--- src/pac_map.vh ---
// Register map, field positions and reset values of the converter output control block.
`ifndef PAC_MAP_VH
`define PAC_MAP_VH

`define PAC_ADDR_W 5
`define PAC_OFS_CTRL 5'h00
`define PAC_OFS_STATUS 5'h04
`define PAC_OFS_SAMPLE 5'h08
`define PAC_OFS_INT_STATUS 5'h0c
`define PAC_OFS_INT_MASK 5'h10

`define PAC_CTRL_PDS 0
`define PAC_CTRL_OEN 1
`define PAC_CTRL_MODE_LO 2
`define PAC_CTRL_MODE_HI 3
`define PAC_CTRL_RESET 4'h0

`define PAC_ST_CONVERTING 0
`define PAC_ST_DRIVING 1
`define PAC_ST_TWOS 2
`define PAC_ST_STABILIZER 3
`define PAC_ST_NAP 4
`define PAC_ST_SLEEP 5

`define PAC_SAMPLE_OVF 12

`define PAC_INT_WORD 0
`define PAC_INT_OVF 1
`define PAC_INT_RESET 2'h0

`define PAC_MODE_0V 2'h0
`define PAC_MODE_THIRD 2'h1
`define PAC_MODE_TWO_THIRDS 2'h2
`define PAC_MODE_FULL 2'h3

`define PAC_DATA_W 12
`define PAC_LATENCY 5

`endif

--- src/pac_output_ctrl.v ---
// Digital side of a pipelined sampling converter with its Avalon-MM register slave.
//
// The implementer's own choices: the register offsets and the Avalon-MM slave port.
`timescale 1ns/100ps
`include "pac_map.vh"
module pac_output_ctrl #(
  parameter AIN_W = 14
) (
  // Clock and reset
  input wire i_clk,
  input wire i_nrst,
  // Encode clock pins
  input wire i_sample_clock_pos,
  input wire i_sample_clock_neg,
  // Digitised analog input, signed
  input wire [AIN_W-1:0] i_ain,
  // Avalon-MM slave
  input wire [`PAC_ADDR_W-1:0] i_avs_address,
  input wire i_avs_read,
  input wire i_avs_write,
  input wire [31:0] i_avs_writedata,
  output reg [31:0] o_avs_readdata,
  output wire o_avs_waitrequest,
  // Interrupt
  output wire o_irq,
  // Output pins
  output wire [`PAC_DATA_W-1:0] o_sample_word_bits,
  output wire o_sample_word_bits_oe,
  output wire o_range_exceeded_flag,
  output wire o_range_exceeded_flag_oe,
  output wire o_data_valid_strobe,
  output wire o_data_valid_strobe_oe
);
  localparam DW = `PAC_DATA_W;
  localparam signed [AIN_W-1:0] AIN_MAX = 2047;
  localparam signed [AIN_W-1:0] AIN_MIN = -2048;

  reg pos_s1_q;
  reg pos_s2_q;
  reg neg_s1_q;
  reg neg_s2_q;
  reg [AIN_W-1:0] ain_s1_q;
  reg [AIN_W-1:0] ain_s2_q;
  reg enc_q;
  reg [3:0] ctrl_q;
  reg [1:0] int_status_q;
  reg [1:0] int_mask_q;
  reg ack_q;
  reg [DW-1:0] hold_q;
  reg hold_ovf_q;
  reg [DW-1:0] align1_q;
  reg [DW-1:0] align2_q;
  reg align1_ovf_q;
  reg align2_ovf_q;
  reg [DW-1:0] word_q;
  reg ovf_q;
  reg strobe_q;
  reg [1:0] int_status_d;
  reg [31:0] readdata_d;

  wire enc;
  wire rise;
  wire fall;
  wire power_down;
  wire out_disable;
  wire converting;
  wire twos;
  wire stabilizer;
  wire wr_ack;
  wire rd_take;
  wire signed [AIN_W-1:0] ain;
  wire ain_hi;
  wire ain_lo;
  wire [DW-1:0] ain_code;

  // Pins from outside the clock domain pass two flip-flops before any logic.
  always @(posedge i_clk or negedge i_nrst)
  begin
    if (!i_nrst)
    begin
      pos_s1_q <= 1'b0;
      pos_s2_q <= 1'b0;
      neg_s1_q <= 1'b0;
      neg_s2_q <= 1'b0;
      ain_s1_q <= {AIN_W{1'b0}};
      ain_s2_q <= {AIN_W{1'b0}};
      enc_q <= 1'b0;
    end
    else
    begin
      pos_s1_q <= i_sample_clock_pos;
      pos_s2_q <= pos_s1_q;
      neg_s1_q <= i_sample_clock_neg;
      neg_s2_q <= neg_s1_q;
      ain_s1_q <= i_ain;
      ain_s2_q <= ain_s1_q;
      enc_q <= enc;
    end
  end

  // Equal levels count as low, so a floating pair never samples.
  assign enc = pos_s2_q & ~neg_s2_q;
  assign rise = enc & ~enc_q;
  assign fall = ~enc & enc_q;

  assign power_down = ctrl_q[`PAC_CTRL_PDS];
  assign out_disable = ctrl_q[`PAC_CTRL_OEN];
  assign converting = ~power_down;
  // Levels 2 and 3 are two's complement; the middle levels enable the stabilizer.
  assign twos = ctrl_q[`PAC_CTRL_MODE_HI];
  assign stabilizer = ctrl_q[`PAC_CTRL_MODE_HI] ^ ctrl_q[`PAC_CTRL_MODE_LO];

  // Clamp to the 12-bit range; adding half scale is the same as flipping bit 11.
  assign ain = ain_s2_q;
  assign ain_hi = ain > AIN_MAX;
  assign ain_lo = ain < AIN_MIN;
  assign ain_code = ain_hi ? {DW{1'b1}} : (ain_lo ? {DW{1'b0}} : (ain[DW-1:0] ^ 12'h800));

  // The held input is taken at each encode rise while converting and stays put through the whole period until the next such rise.
  always @(posedge i_clk or negedge i_nrst)
  begin
    if (!i_nrst)
    begin
      hold_q <= {DW{1'b0}};
      hold_ovf_q <= 1'b0;
    end
    else if (converting && rise)
    begin
      hold_q <= ain_code;
      hold_ovf_q <= ain_hi | ain_lo;
    end
  end

  // Five stages, 3+3+2+2+2 bits; stages 0, 2 and 4 move on the falling phase, 1 and 3 on the rising.
  wire [DW-1:0] res_w [0:5];
  wire [DW-1:0] code_w [0:5];
  wire ovf_w [0:5];
  assign res_w[0] = hold_q;
  assign code_w[0] = {DW{1'b0}};
  assign ovf_w[0] = hold_ovf_q;

  genvar g;
  generate
    for (g = 0; g < `PAC_LATENCY; g = g + 1)
    begin : g_stage
      pac_stage #(
        .W(DW),
        .K((g < 2) ? 3 : 2)
      ) u_stage (
        .i_clk(i_clk),
        .i_nrst(i_nrst),
        .i_en(converting & ((g % 2 == 0) ? fall : rise)),
        .i_res(res_w[g]),
        .i_code(code_w[g]),
        .i_ovf(ovf_w[g]),
        .o_res(res_w[g+1]),
        .o_code(code_w[g+1]),
        .o_ovf(ovf_w[g+1])
      );
    end
  endgenerate

  // Hold at rise n, last stage at fall n+2, then three rising edges to the pins at rise n+5.
  always @(posedge i_clk or negedge i_nrst)
  begin
    if (!i_nrst)
    begin
      align1_q <= {DW{1'b0}};
      align2_q <= {DW{1'b0}};
      align1_ovf_q <= 1'b0;
      align2_ovf_q <= 1'b0;
      word_q <= {DW{1'b0}};
      ovf_q <= 1'b0;
    end
    else if (converting && rise)
    begin
      align1_q <= code_w[`PAC_LATENCY];
      align1_ovf_q <= ovf_w[`PAC_LATENCY];
      align2_q <= align1_q;
      align2_ovf_q <= align1_ovf_q;
      word_q <= {align2_q[DW-1] ^ twos, align2_q[DW-2:0]};
      ovf_q <= align2_ovf_q;
    end
  end

  // The strobe rises with new data and falls at mid-cycle, where the receiver latches.
  always @(posedge i_clk or negedge i_nrst)
  begin
    if (!i_nrst)
      strobe_q <= 1'b0;
    else if (!converting)
      strobe_q <= 1'b0;
    else if (rise)
      strobe_q <= 1'b1;
    else if (fall)
      strobe_q <= 1'b0;
  end

  assign o_sample_word_bits = word_q;
  assign o_range_exceeded_flag = ovf_q;
  assign o_data_valid_strobe = strobe_q;
  assign o_sample_word_bits_oe = converting & ~out_disable;
  assign o_range_exceeded_flag_oe = converting & ~out_disable;
  assign o_data_valid_strobe_oe = converting & ~out_disable;

  // Every access takes one wait cycle, so read data always come from a register.
  assign o_avs_waitrequest = (i_avs_read | i_avs_write) & ~ack_q;
  assign wr_ack = i_avs_write & ack_q;
  assign rd_take = i_avs_read & ~ack_q;

  always @(posedge i_clk or negedge i_nrst)
  begin
    if (!i_nrst)
      ack_q <= 1'b0;
    else
      ack_q <= (i_avs_read | i_avs_write) & ~ack_q;
  end

  always @(posedge i_clk or negedge i_nrst)
  begin
    if (!i_nrst)
    begin
      ctrl_q <= `PAC_CTRL_RESET;
      int_mask_q <= `PAC_INT_RESET;
    end
    else if (wr_ack)
    begin
      if (i_avs_address == `PAC_OFS_CTRL)
        ctrl_q <= i_avs_writedata[3:0];
      if (i_avs_address == `PAC_OFS_INT_MASK)
        int_mask_q <= i_avs_writedata[1:0];
    end
  end

  // A new event in the cycle of a write-one clear keeps its bit set.
  always @*
  begin
    int_status_d = int_status_q;
    if (wr_ack && i_avs_address == `PAC_OFS_INT_STATUS)
      int_status_d = int_status_q & ~i_avs_writedata[1:0];
    if (converting && rise)
    begin
      int_status_d[`PAC_INT_WORD] = 1'b1;
      if (align2_ovf_q)
        int_status_d[`PAC_INT_OVF] = 1'b1;
    end
  end

  always @(posedge i_clk or negedge i_nrst)
  begin
    if (!i_nrst)
      int_status_q <= `PAC_INT_RESET;
    else
      int_status_q <= int_status_d;
  end

  assign o_irq = |(int_status_q & int_mask_q);

  always @*
  begin
    readdata_d = 32'h0000_0000;
    case (i_avs_address)
      `PAC_OFS_CTRL: readdata_d[3:0] = ctrl_q;
      `PAC_OFS_STATUS:
      begin
        readdata_d[`PAC_ST_CONVERTING] = converting;
        readdata_d[`PAC_ST_DRIVING] = converting & ~out_disable;
        readdata_d[`PAC_ST_TWOS] = twos;
        readdata_d[`PAC_ST_STABILIZER] = stabilizer;
        readdata_d[`PAC_ST_NAP] = power_down & ~out_disable;
        readdata_d[`PAC_ST_SLEEP] = power_down & out_disable;
      end
      `PAC_OFS_SAMPLE: readdata_d[`PAC_SAMPLE_OVF:0] = {ovf_q, word_q};
      `PAC_OFS_INT_STATUS: readdata_d[1:0] = int_status_q;
      `PAC_OFS_INT_MASK: readdata_d[1:0] = int_mask_q;
      default: readdata_d = 32'h0000_0000;
    endcase
  end

  always @(posedge i_clk or negedge i_nrst)
  begin
    if (!i_nrst)
      o_avs_readdata <= 32'h0000_0000;
    else if (rd_take)
      o_avs_readdata <= readdata_d;
  end
endmodule // pac_output_ctrl

--- src/pac_stage.v ---
// One pipelined conversion stage: resolves K bits and passes on the amplified residue.
`timescale 1ns/100ps
module pac_stage #(
  parameter W = 12,
  parameter K = 3
) (
  // Clock and reset
  input wire i_clk,
  input wire i_nrst,
  // Phase enable
  input wire i_en,
  // From the previous stage
  input wire [W-1:0] i_res,
  input wire [W-1:0] i_code,
  input wire i_ovf,
  // To the next stage
  output wire [W-1:0] o_res,
  output wire [W-1:0] o_code,
  output wire o_ovf
);
  reg [W-1:0] res_q;
  reg [W-1:0] code_q;
  reg ovf_q;

  // The code word carries earlier stages' bits forward so all partials line up in time.
  always @(posedge i_clk or negedge i_nrst)
  begin
    if (!i_nrst)
    begin
      res_q <= {W{1'b0}};
      code_q <= {W{1'b0}};
      ovf_q <= 1'b0;
    end
    else if (i_en)
    begin
      res_q <= {i_res[W-K-1:0], {K{1'b0}}};
      code_q <= {i_code[W-K-1:0], i_res[W-1:W-K]};
      ovf_q <= i_ovf;
    end
  end

  assign o_res = res_q;
  assign o_code = code_q;
  assign o_ovf = ovf_q;
endmodule // pac_stage

--- config.mk ---
export PLATFORM = sky130hd
export DESIGN_NAME = pac_output_ctrl
export DESIGN_NICKNAME = d
export VERILOG_FILES = /design/src/pac_output_ctrl.v /design/src/pac_stage.v
export VERILOG_INCLUDE_DIRS = /design/src
export SDC_FILE = /design/constraint.sdc
export NUM_CORES = 1
export LEC_CHECK = 0
export BUFFER_PORTS_ARGS = -buffer_cell sky130_fd_sc_hd__buf_2
export CORE_MARGIN = 4
export CORE_UTILIZATION = 60
export DETAILED_ROUTE_END_ITERATION = 8
export PLACE_DENSITY = 0.84
export SLEW_MARGIN = 20
export SYNTH_ARGS = -nofsm -noshare
export SYNTH_HDL_FRONTEND = slang
export SYNTH_SLANG_ARGS = --single-unit
--- constraint.sdc ---
create_clock -name i_clk -period 3.8 [get_ports i_clk]
set_input_delay 0.19 -clock i_clk [delete_from_list [all_inputs] [get_ports i_clk]]
set_output_delay 0.19 -clock i_clk [all_outputs]
set_load 0.01 [all_outputs]
== Yosys cells after proc, flatten, opt, wreduce, memory -nomap -nowiden ==
Cells that the tools add are included.

* Flip-flop bits (word level): 173
* Output and inout port bits: 51

* Magnitude comparators: 2
* Eq/ne operators: 4
* Muxes and demuxes: 12
* Bitwise gates (word level): 25
* Reductions and logical operators: 8

{| class="wikitable"
|+ Operator list
! cell !! count
|-
| $mux W12 || 2
|-
| $gt A14 B12 Y1 const B || 1
|-
| $lt A14 B12 Y1 const B || 1
|-
| $and A1 B1 Y1 || 11
|-
| $eq A5 B4 Y1 const B || 2
|-
| $pmux W2 S5 || 1
|-
| $mux W7 || 1
|-
| $not A1 Y1 || 7
|-
| $pmux W2 S3 || 1
|-
| $eq A5 B3 Y1 const B || 1
|-
| $eq A5 B5 Y1 const B || 1
|-
| $logic_not A5 Y1 || 1
|-
| $and A2 B2 Y2 || 2
|-
| $mux W1 || 4
|-
| $mux W2 || 2
|-
| $pmux W2 S2 || 1
|-
| $reduce_and A2 Y1 || 2
|-
| $reduce_bool A3 Y1 || 1
|-
| $logic_and A1 B1 Y1 || 2
|-
| $not A2 Y2 || 1
|-
| $or A1 B1 Y1 || 2
|-
| $reduce_bool A2 Y1 || 1
|-
| $reduce_or A2 Y1 || 1
|-
| $xor A1 B1 Y1 || 2
|}

== Depth between registers and ports, before layout ==
Gate-level depths: netlist of the first run.

* Word-level depth: 7
* Depth in mapped cells: 6
* Gate-level depth less buffers: 4

== Hierarchy ==
From an unflattened synthesis of the first run, not the netlist that was laid out.

* Cell total of the unflattened synthesis: 679
* Area, all modules: 8608.3 um^2

{| class="wikitable"
|+ By module, submodules not included
! module !! times used !! cells an instance !! area each (um^2) !! sequential area each (um^2)
|-
| pac_output_ctrl || 1 || 426 || 4286.6 || 2702.6
|-
| pac_stage (g_stage[2].u_stage ...) || 3 || 51 || 875.8 || 575.6
|-
| pac_stage (g_stage[0].u_stage ...) || 2 || 50 || 847.1 || 550.5
|}

== Worst setup path after synthesis of the first run ==
OpenSTA, ideal clock, no wires.

* Path kind: register -> register
* From: reg ctrl_q[0]
* To: reg o_avs_readdata[1]
* Library setup time: 0.124 ns
* Arrival: 1.288 ns
* Data required time: 3.676 ns
* Slack: 2.388 ns
* Stages on the path, launching flop included: 6
* Buffers on the path: 1
* Period minus slack after synthesis: 1.412 ns
* Cell sequence: dfrtp_1 buf_4 nor2_2 mux4_2 a221oi_2 nor2_1

* Word-level cells in the longest chain between the ends: 3

{| class="wikitable"
|+ RTL lines
! item !! line !! RTL
|-
| start: declaration || pac_output_ctrl.v:45 || <nowiki>reg [3:0] ctrl_q;</nowiki>
|-
| start signal: assignment || pac_output_ctrl.v:223 || <nowiki>ctrl_q <= `PAC_CTRL_RESET;</nowiki>
|-
| start signal: assignment || pac_output_ctrl.v:229 || <nowiki>ctrl_q <= i_avs_writedata[3:0];</nowiki>
|-
| $not A1 Y1 || pac_output_ctrl.v:108 || <nowiki>assign converting = ~power_down;</nowiki>
|-
| $and A1 B1 Y1 || -- ||
|-
| via o_data_valid_strobe_oe || pac_output_ctrl.v:32 || <nowiki>output wire o_data_valid_strobe_oe</nowiki>
|-
| $pmux W2 S5 || pac_output_ctrl.v:262 || <nowiki>case (i_avs_address)</nowiki>
|-
| end signal: assignment || pac_output_ctrl.v:285 || <nowiki>o_avs_readdata <= readdata_d;</nowiki>
|-
| end: declaration || pac_output_ctrl.v:22 || <nowiki>output reg [31:0] o_avs_readdata,</nowiki>
|}

The timed path passes the listed nets, and every way through them passes these cells.
A chain may end at the register's enable or synchronous reset.

== Worst setup path in the final report of the first run ==
* From: reg neg_s2_q
* To: reg hold_ovf_q

* Word-level cells in the longest chain between the ends: 4

{| class="wikitable"
|+ RTL lines
! item !! line !! RTL
|-
| start: declaration || pac_output_ctrl.v:41 || <nowiki>reg neg_s2_q;</nowiki>
|-
| start signal: assignment || pac_output_ctrl.v:94 || <nowiki>neg_s2_q <= neg_s1_q;</nowiki>
|-
| $not A1 Y1 || pac_output_ctrl.v:102 || <nowiki>assign enc = pos_s2_q & ~neg_s2_q;</nowiki>
|-
| $and A1 B1 Y1 || pac_output_ctrl.v:102 ||
|-
| $and A1 B1 Y1 || pac_output_ctrl.v:103 || <nowiki>assign rise = enc & ~enc_q;</nowiki>
|-
| $logic_and A1 B1 Y1 || pac_output_ctrl.v:127 || <nowiki>else if (converting && rise)</nowiki>
|-
| end signal: assignment || pac_output_ctrl.v:130 || <nowiki>hold_ovf_q <= ain_hi | ain_lo;</nowiki>
|-
| end: declaration || pac_output_ctrl.v:50 || <nowiki>reg hold_ovf_q;</nowiki>
|}

Every way passes these cells.

==> results of run 1 <==
[cell families (layout without fill, tap and decap cells)]
kind of cell | Yosys count | count (layout) | synth area share
AOI/OAI and AO/OA | 49 | 49 | 0.0465
muxes | 49 | 49 | 0.0853
buffers and inverters | 55 | 123 | 0.0511
DFF | 173 | 173 | 0.643
adders and majority gates | 1 | 1 | 0.00149
and+or+nand+nor | 284 | 284 | 0.168
other | 1 | 19 | 0.000557
xor gates and xnor gates | 3 | 3 | 0.00390
[Yosys cell counts (4+ instances only)]
cell type and n:
buf_2 11, mux2_4 4, dfrtp_1 173, buf_4 27, mux2_2 38, nand2_1 233, o21ai_0 27, nor2_1 32
clkbuf_1 12, a22o_1 11
[power by group]
group	leakage [nW]	total, mW	switching, mW	internal, mW
clock	0.299	1.80	0.708	1.09
combinational	1.57	0.668	0.350	0.318
sequential	2.22	2.52	0.252	2.27
[critical path, delay by kind of cell (launching register included)]
| family | cells | cell delay (ns) |
|---|---|---|
| simple gates | 2 | 0.98 |
| flops | 1 | 0.37 |
| compound gates | 1 | 0.36 |
[registers in the layout, summed over array words and instances (netlist names), 5 cells and up]
name,cells
hold_q,12
g_stage.u_stage.o_code,39
ain_s1_q,14
g_stage.u_stage.o_ovf,5
align2_q,12
ain,14
o_avs_readdata,13
o_sample_word_bits,12
g_stage.u_stage.o_res,21
align1_q,12
[through the flow]
stage | total power [mW] | setup slack (ns) | cells | util | cell area [um^2]
detailed placement | 3.19 | 1.94 | 784 | 0.641 | 6980
floorplan | 2.96 | 2.39 | 633 | - | 6800
global placement | 3.12 | 2.04 | 784 | 0.641 | 6980
finish | 4.98 | 1.94 | 841 | 0.721 | 7850
global route | 5.25 | 1.78 | 841 | 0.721 | 7850
CTS | 5.02 | 1.92 | 841 | 0.721 | 7850
[worst min-delay path by stage]
| stage | endpoint | cells past startpoint |
|---|---|---|
| 6_report | o_avs_readdata[0] | 4 |
| 5_1_grt | o_avs_readdata[0] | 4 |
| 4_1_cts | o_avs_readdata[0] | 4 |
| 3_5_place_dp | ain_s1_q[3] | 1 |
| 3_3_place_gp | ain_s1_q[0] | 1 |
| 2_1_floorplan | ack_q | 0 |
[layer usage]
layer | track usage | wire (um)
met1 | 0.239 | 4970
met2 | 0.335 | 6200
met3 | 0.0536 | 596
met4 | 0.0689 | 199
met5 | 0 | 0
[cell type report]
cell class | count | area, um^2
Sequential cell | 173 | 4330
Inverter | 2 | 7.51
Tap cell | 140 | 175
Fill cell | 732 | 3040
Clock buffer | 19 | 432
Multi-Input combinational cell | 405 | 2130
Timing Repair Buffer | 89 | 587
Clock inverter | 13 | 189
==> flow_metrics.env, run 1 <==
export IMPL_holdCritPathClass="in2reg"
export IMPL_rsz0062_at_grt="no"
export IMPL_crit_path_end="hold_ovf_q"
export IMPL_initial_core_util=0.618
export IMPL_cts_buffers=17
export IMPL_synth_cell_types=39
export IMPL_routed_via_density=5.17
export IMPL_syn_avg_cell_area_um2=10.9
export IMPL_htree_num_levels=4
export IMPL_min_from="i_avs_address[4]"
export IMPL_peakVddDrop_v=0.000426
export IMPL_synth_cells=615
export IMPL_grt_pass1_wl_um=20100
export IMPL_cts_tree="done"
export IMPL_clockBufferDepth=2
export IMPL_ys_warn_count=0
export IMPL_outcome="finished, final reports clean"
export IMPL_clock_latency_ns=0.53
export IMPL_drc=0
export IMPL_grt_max_degree=102
export IMPL_critPathLaunchType="flop"
export IMPL_worstPathRequired_ns=4.23
export IMPL_powerDensity_nw_per_um2=635
export IMPL_post_cts_buffers=0
export IMPL_ys_ff_latch=173
export IMPL_synth_main_ff_cell="dfrtp_1"
export IMPL_reg2regPathDepth=3
export IMPL_grt_pass1_vias=4369
export IMPL_finClkSkew_ns=0.00689
export IMPL_slew_violations=0
export IMPL_hold_viol=0
export IMPL_final_common_cell="nand2_1"
export IMPL_r2r_slack_ns=1.94
export IMPL_drtPass1Iterations=5
export IMPL_arrival_ns=2.29
export IMPL_startpoint="neg_s2_q"
export IMPL_routed_wl_um=12000
export IMPL_ant_nets=0
export IMPL_cap_violations=0
export IMPL_path_cells="nand2b_1 > or3_4 > o31ai_1"
export IMPL_fp_coreArea_um2=10900
export IMPL_cts_sinks=173
export IMPL_async_flop_share=1.00
export IMPL_drtIter0Drc=368
export IMPL_die_h_um=114
export IMPL_syn_area_um2=6730
export IMPL_fmax_mhz=538
export IMPL_synth_top_area_share=0.643
export IMPL_gp_congestion=0.873
export IMPL_critPathKind="reg2reg"
export IMPL_cts_root_buf="clkbuf_8"
export IMPL_synth_area_leader_cell="dfrtp_1"
export IMPL_fin_setup_tns_ns=0
export IMPL_critPathMaxFanout=93
export IMPL_track_usage=0.195
export IMPL_critPathCaptureType="flop"
export IMPL_syn_to_final_growth_pct=16.6
export IMPL_maxSlewHeadroom=0.392
export IMPL_reg2reg_to="hold_ovf_q"
export IMPL_io_pins=108
export IMPL_antenna_found_initial=0
export IMPL_post_cts_resize_count=0
export IMPL_die_w_um=114
export IMPL_drive_gt1_frac=0.207
export IMPL_diodes=0
export IMPL_synth_edf_count=0
export IMPL_io_buffers=60
export IMPL_cts_hold_buf=25
export IMPL_seq_area_frac_synth=0.643
export IMPL_whs_ns=0.0804
export IMPL_clkTransAtPathRegs_ns=0.07
export IMPL_fin_crit_sh=0.490
export IMPL_dr_total_vias=4350
export IMPL_fin_crit_ns=1.86
export IMPL_slowest_stage="or3_4"
export IMPL_critPathMaxStageDelay_ns=0.71
export IMPL_wire_per_inst_um=14.2
export IMPL_gr_total_overflow=0
export IMPL_dieArea_um2=13000
export IMPL_dp_hpwl_um=6920
export IMPL_fp_row_count=38
export IMPL_num_nets_final=745
export IMPL_reg2reg_from="neg_s2_q"
export IMPL_yosys_top_cells_area="dfrtp_1 64%, nand2_1 13%, mux2_2 6.4%"
export IMPL_tightest_slew_ns=0.913
export IMPL_most_common_layout_cells="233 x nand2_1, 173 x dfrtp_1, 59 x buf_2"
export IMPL_finalSetupViolCount=0
export IMPL_p_leak_nw=4.09
Note: power is estimated with default switching activity, not from simulation.
==> run 2, diff against run 1 <==
- CORE_UTILIZATION: 60 -> 56
- PLACE_DENSITY: 0.84 -> 0.79
- clock period: 3.8 -> 1.91 ns (I/O delays scaled with it)
==> run 2 against run 1 <==
Largest power group unchanged. Clock power rose by 87%. Critical path depth rose by 2. Cell area is 0.99% higher. Clock skew grew 0.0023 ns. Flip-flop and latch count did not move.
==> flow_metrics.env, run 2 (same netlist as run 1, synthesis figures left out) <==
export IMPL_io_buffers=60
export IMPL_cts_tree="done"
export IMPL_grt_max_degree=61
export IMPL_clock_latency_ns=0.42
export IMPL_grt_pass1_wl_um=20800
export IMPL_fin_crit_sh=0.877
export IMPL_fp_coreArea_um2=11600
export IMPL_critPathKind="reg2reg"
export IMPL_drtIter0Drc=395
export IMPL_critPathCaptureType="flop"
export IMPL_fin_crit_ns=1.68
export IMPL_clockBufferDepth=2
export IMPL_fmax_mhz=597
export IMPL_dr_total_vias=4298
export IMPL_outcome="finished, final reports clean"
export IMPL_ant_nets=0
export IMPL_fin_setup_tns_ns=0
export IMPL_final_common_cell="nand2_1"
export IMPL_powerDensity_nw_per_um2=1220
export IMPL_largest_reg_flops=39
export IMPL_syn_to_final_growth_pct=17.8
export IMPL_cts_buffers=17
export IMPL_worstPathRequired_ns=2.21
export IMPL_hold_viol=0
export IMPL_tightest_slew_ns=0.679
export IMPL_dp_hpwl_um=7200
export IMPL_diodes=0
export IMPL_critPathLaunchType="flop"
export IMPL_cts_sinks=173
export IMPL_die_h_um=118
export IMPL_dieArea_um2=13800
export IMPL_drc=0
export IMPL_fp_row_count=39
export IMPL_wire_per_inst_um=13.6
export IMPL_gp_congestion=0.862
export IMPL_die_w_um=118
export IMPL_slew_violations=0
export IMPL_critPathMaxFanout=31
export IMPL_grt_pass1_vias=4437
export IMPL_htree_num_levels=4
export IMPL_peakVddDrop_v=0.000829
export IMPL_rsz0062_at_grt="no"
export IMPL_power_share_clock=0.346
export IMPL_initial_core_util=0.580
export IMPL_intPower_mw=7.23
export IMPL_io_pins=108
export IMPL_cts_root_buf="clkbuf_16"
export IMPL_arrival_ns=1.98
export IMPL_routed_via_density=5.05
export IMPL_antenna_found_initial=0
export IMPL_drtPass1Iterations=4
export IMPL_power_frac_seq=0.515
export IMPL_finalSetupViolCount=0
export IMPL_total_power_mw=9.71
export IMPL_holdCritPathClass="in2reg"
export IMPL_p_leak_nw=4.13
export IMPL_most_common_layout_cells="233 x nand2_1, 173 x dfrtp_1, 59 x buf_2"
export IMPL_clkTransAtPathRegs_ns=0.06
export IMPL_cap_violations=0
export IMPL_drive_gt1_frac=0.210
export IMPL_routed_wl_um=11600
export IMPL_switching_share=0.255
export IMPL_finClkSkew_ns=0.00914
export IMPL_track_usage=0.185
export IMPL_post_cts_resize_count=0
export IMPL_pwr_share_comb=0.139
export IMPL_num_nets_final=752
export IMPL_switching_power_mw=2.48
export IMPL_maxSlewHeadroom=0.547
export IMPL_gr_total_overflow=0
## run 2: cell types whose count changed in the layout (fill, tap and decap cells not counted), sizes merged
| cell | previous run | this run |
|---|---|---|
| clkinv | 5 | 3 |
| buf | 64 | 72 |
| clkinvlp | 2 | 1 |
| clkbuf | 19 | 26 |
| dlygate4sd3 | 25 | 24 |
| inv | 4 | 2 |
| bufinv | 4 | 2 |
## run 2: power groups by stage
stage | logic (mW) | registers, mW | clock network, mW
after floorplan | 0.935 | 4.96 | 0
after global placement | 1.24 | 5.00 | 0
after detailed placement | 1.31 | 5.06 | 0
after CTS | 1.37 | 5.01 | 3.42
after global routing | 1.55 | 5.11 | 3.60
final | 1.35 | 5.00 | 3.36
## run 2: layout make-up
class | instances | area [um^2]
Clock buffer | 26 | 499
Clock inverter | 6 | 82.6
Fill cell | 804 | 3690
Inverter | 2 | 7.51
Multi-Input combinational cell | 405 | 2130
Sequential cell | 173 | 4330
Tap cell | 143 | 179
Timing Repair Buffer | 96 | 699
## run 2: critical path, cell delays in order (launching register included)
cell and delay (ns):
dfrtp_1 0.35, nand2b_1 0.28, or3_4 0.48, buf_4 0.27, nand2_1 0.11, nand2_1 0.06
## run 2: timing repair
item	in CTS	in global routing
buffers inserted	0	0
hold buffers	24	0
endpoints found under the hold margin	164	0
## run 2: path summary, 6_finish.rpt
| kind | start | to | slack [ns] | depth (start not counted) |
|---|---|---|---|---|
| max reg2reg | neg_s2_q | align1_q[8] | 0.23 | 5 |
| max in group asynchronous | i_nrst | g_stage[4].u_stage.o_code[0] | 1.02 | 3 |
| min in group asynchronous | i_nrst | o_sample_word_bits[6] | 0.14 | 2 |
| min reg2reg | ain_s1_q[7] | ain[7] | 0.35 | 0 |
| max | neg_s2_q | align1_q[8] | 0.23 | 5 |
| min | i_avs_address[1] | o_avs_readdata[0] | 0.02 | 4 |
## run 2: metal layers
metal	GRT usage	wire, um
met1	0.222	4850
met2	0.315	5960
met3	0.0557	547
met4	0.0689	217
met5	0	0
## run 2: stage by stage
step / cell area [um^2] / instances / util / hold slack (ns) / setup slack [ns]
finish: 7930 / 851 / 0.683 / 0.0221 / 0.234
global route: 7930 / 851 / 0.683 / 0.0501 / 0.127
CTS: 7930 / 851 / 0.683 / 0.00526 / 0.218
detailed placement: 7110 / 795 / 0.612 / 0.00625 / 0.251
global placement: 7110 / 795 / 0.612 / 0.000734 / 0.284
floorplan: 6800 / 633 / - / -0.200 / 0.498
==> run 3, diff against run 2 <==
- RECOVER_POWER: not set -> 25
==> run 3 against run 2 <==
Routed wire length rose by 0.10%. Clock power hardly changed. Register-to-register slack hardly changed. Non-clock buffer count stayed put. Largest cell class unchanged. Sequential share of layout area rose by 0.16 points. Clock-buffer cell count unchanged. Cell count did not move. Sequential power barely moved. Worst setup slack got worse by 0.0039 ns. Die area unchanged. Power barely moved. Critical path type unchanged.
==> flow_metrics.env, run 3 (same netlist as run 1, synthesis figures left out) <==
export IMPL_r2r_slack_ns=0.23
export IMPL_cts_sinks=173
export IMPL_final_common_cell="nand2_1"
export IMPL_peakVddDrop_v=0.000829
export IMPL_die_w_um=118
export IMPL_gp_congestion=0.862
export IMPL_critPathCaptureType="flop"
export IMPL_wire_per_inst_um=13.6
export IMPL_dp_hpwl_um=7200
export IMPL_syn_to_final_growth_pct=17.4
export IMPL_critPathLaunchType="flop"
export IMPL_rsz0062_at_grt="no"
export IMPL_antenna_found_initial=0
export IMPL_routed_wl_um=11600
export IMPL_fin_setup_tns_ns=0
export IMPL_most_common_layout_cells="233 x nand2_1, 173 x dfrtp_1, 59 x buf_2"
export IMPL_die_h_um=118
export IMPL_tightest_slew_ns=0.866
export IMPL_cts_buffers=17
export IMPL_grt_pass1_vias=4437
export IMPL_grt_max_degree=61
export IMPL_finClkSkew_ns=0.00809
export IMPL_cap_violations=0
export IMPL_cts_root_buf="clkbuf_16"
export IMPL_ant_nets=0
export IMPL_fin_crit_ns=1.68
export IMPL_slew_violations=0
export IMPL_drtIter0Drc=402
export IMPL_finish_utilization=0.681
export IMPL_clock_latency_ns=0.42
export IMPL_holdCritPathClass="in2reg"
export IMPL_num_nets_final=752
export IMPL_drtPass1Iterations=4
export IMPL_regArea_um2=4330
export IMPL_maxSlewHeadroom=0.423
export IMPL_initial_core_util=0.580
export IMPL_cts_tree="done"
export IMPL_total_power_mw=9.70
export IMPL_hold_viol=0
export IMPL_fill_cells=807
export IMPL_arrival_ns=1.98
export IMPL_multi_input_area_um2=2130
export IMPL_io_buffers=60
export IMPL_drive_gt1_frac=0.209
export IMPL_dr_total_vias=4299
export IMPL_gr_total_overflow=0
export IMPL_clockBufferDepth=2
export IMPL_clkTransAtPathRegs_ns=0.06
export IMPL_largest_reg_flops=39
export IMPL_stdcell_count=851
export IMPL_fp_coreArea_um2=11600
export IMPL_post_cts_buffers=0
export IMPL_dieArea_um2=13800
export IMPL_finalSetupViolCount=0
export IMPL_routed_via_density=5.05
export IMPL_drc=0
export IMPL_worstPathRequired_ns=2.21
export IMPL_critPathMaxFanout=31
export IMPL_powerDensity_nw_per_um2=1230
export IMPL_track_usage=0.185
export IMPL_outcome="finished, final reports clean"
export IMPL_fp_row_count=39
export IMPL_dp_cells=795
export IMPL_grt_pass1_wl_um=20800
export IMPL_fmax_mhz=595
export IMPL_fin_crit_sh=0.879
export IMPL_io_pins=108
export IMPL_p_leak_nw=4.12
export IMPL_diodes=0
export IMPL_htree_num_levels=4
export IMPL_critPathKind="reg2reg"
run 3: cell count changes in the layout (fill, tap and decap cells not counted), sizes merged:
cell	delta
buf	-3
clkbuf	+3
run 3: area by class of cell:
type,count,share of cell area
clock inverter,6,0.0104
multi-input combinational,405,0.270
timing repair buffer,96,0.0856
clock buffer,26,0.0632
tap,143,0.0226
inverter,2,0.000950
sequential,173,0.548
run 3: path summary, 6_finish.rpt:
path	from	endpoint	depth (start not counted)
max	neg_s2_q	align1_q[8]	5
min	i_avs_address[1]	o_avs_readdata[0]	4
max reg2reg	neg_s2_q	align1_q[8]	5
min reg2reg	ain_s1_q[7]	ain[7]	0
max in group asynchronous	i_nrst	o_sample_word_bits[1]	3
min in group asynchronous	i_nrst	o_sample_word_bits[6]	2
run 3: metrics by stage:
stage	setup slack (ns)	cell area [um^2]	hold WS, ns
final	0.230	7910	0.0194
after global routing	0.127	7910	0.0501
after CTS	0.218	7930	0.00526
after detailed placement	0.251	7110	0.00625
after global placement	0.284	7110	0.000734
after floorplan	0.498	6800	-0.200
run 3: what timing repair did:
action / CTS / global route
endpoints found under the hold margin: 164 / 0
gates resized for setup: 0 / 0
endpoints found under the setup margin: 0 / 0
hold buffers: 24 / 0
run 3: per-layer routing:
| metal | part of all wire | up-vias | GRT usage |
|---|---|---|---|
| li1 | - | 2108 | - |
| met1 | 0.42 | 2072 | 0.222 |
| met2 | 0.51 | 102 | 0.315 |
| met3 | 0.046 | 17 | 0.0557 |
| met4 | 0.018 | 0 | 0.0689 |
| met5 | 0 | - | 0 |
run 3: power breakdown:
group | total, mW | switching [mW] | leakage, nW | internal, mW
combinational | 1.34 | 0.685 | 1.62 | 0.655
sequential | 5.00 | 0.490 | 2.22 | 4.51
clock | 3.36 | 1.30 | 0.284 | 2.06
run 3: worst max-delay path, stage by stage, from the launching register on:
cell and delay [ns]:
dfrtp_1 0.35, nand2b_1 0.28, or3_4 0.48, buf_4 0.27, nand2_1 0.11, nand2_1 0.06
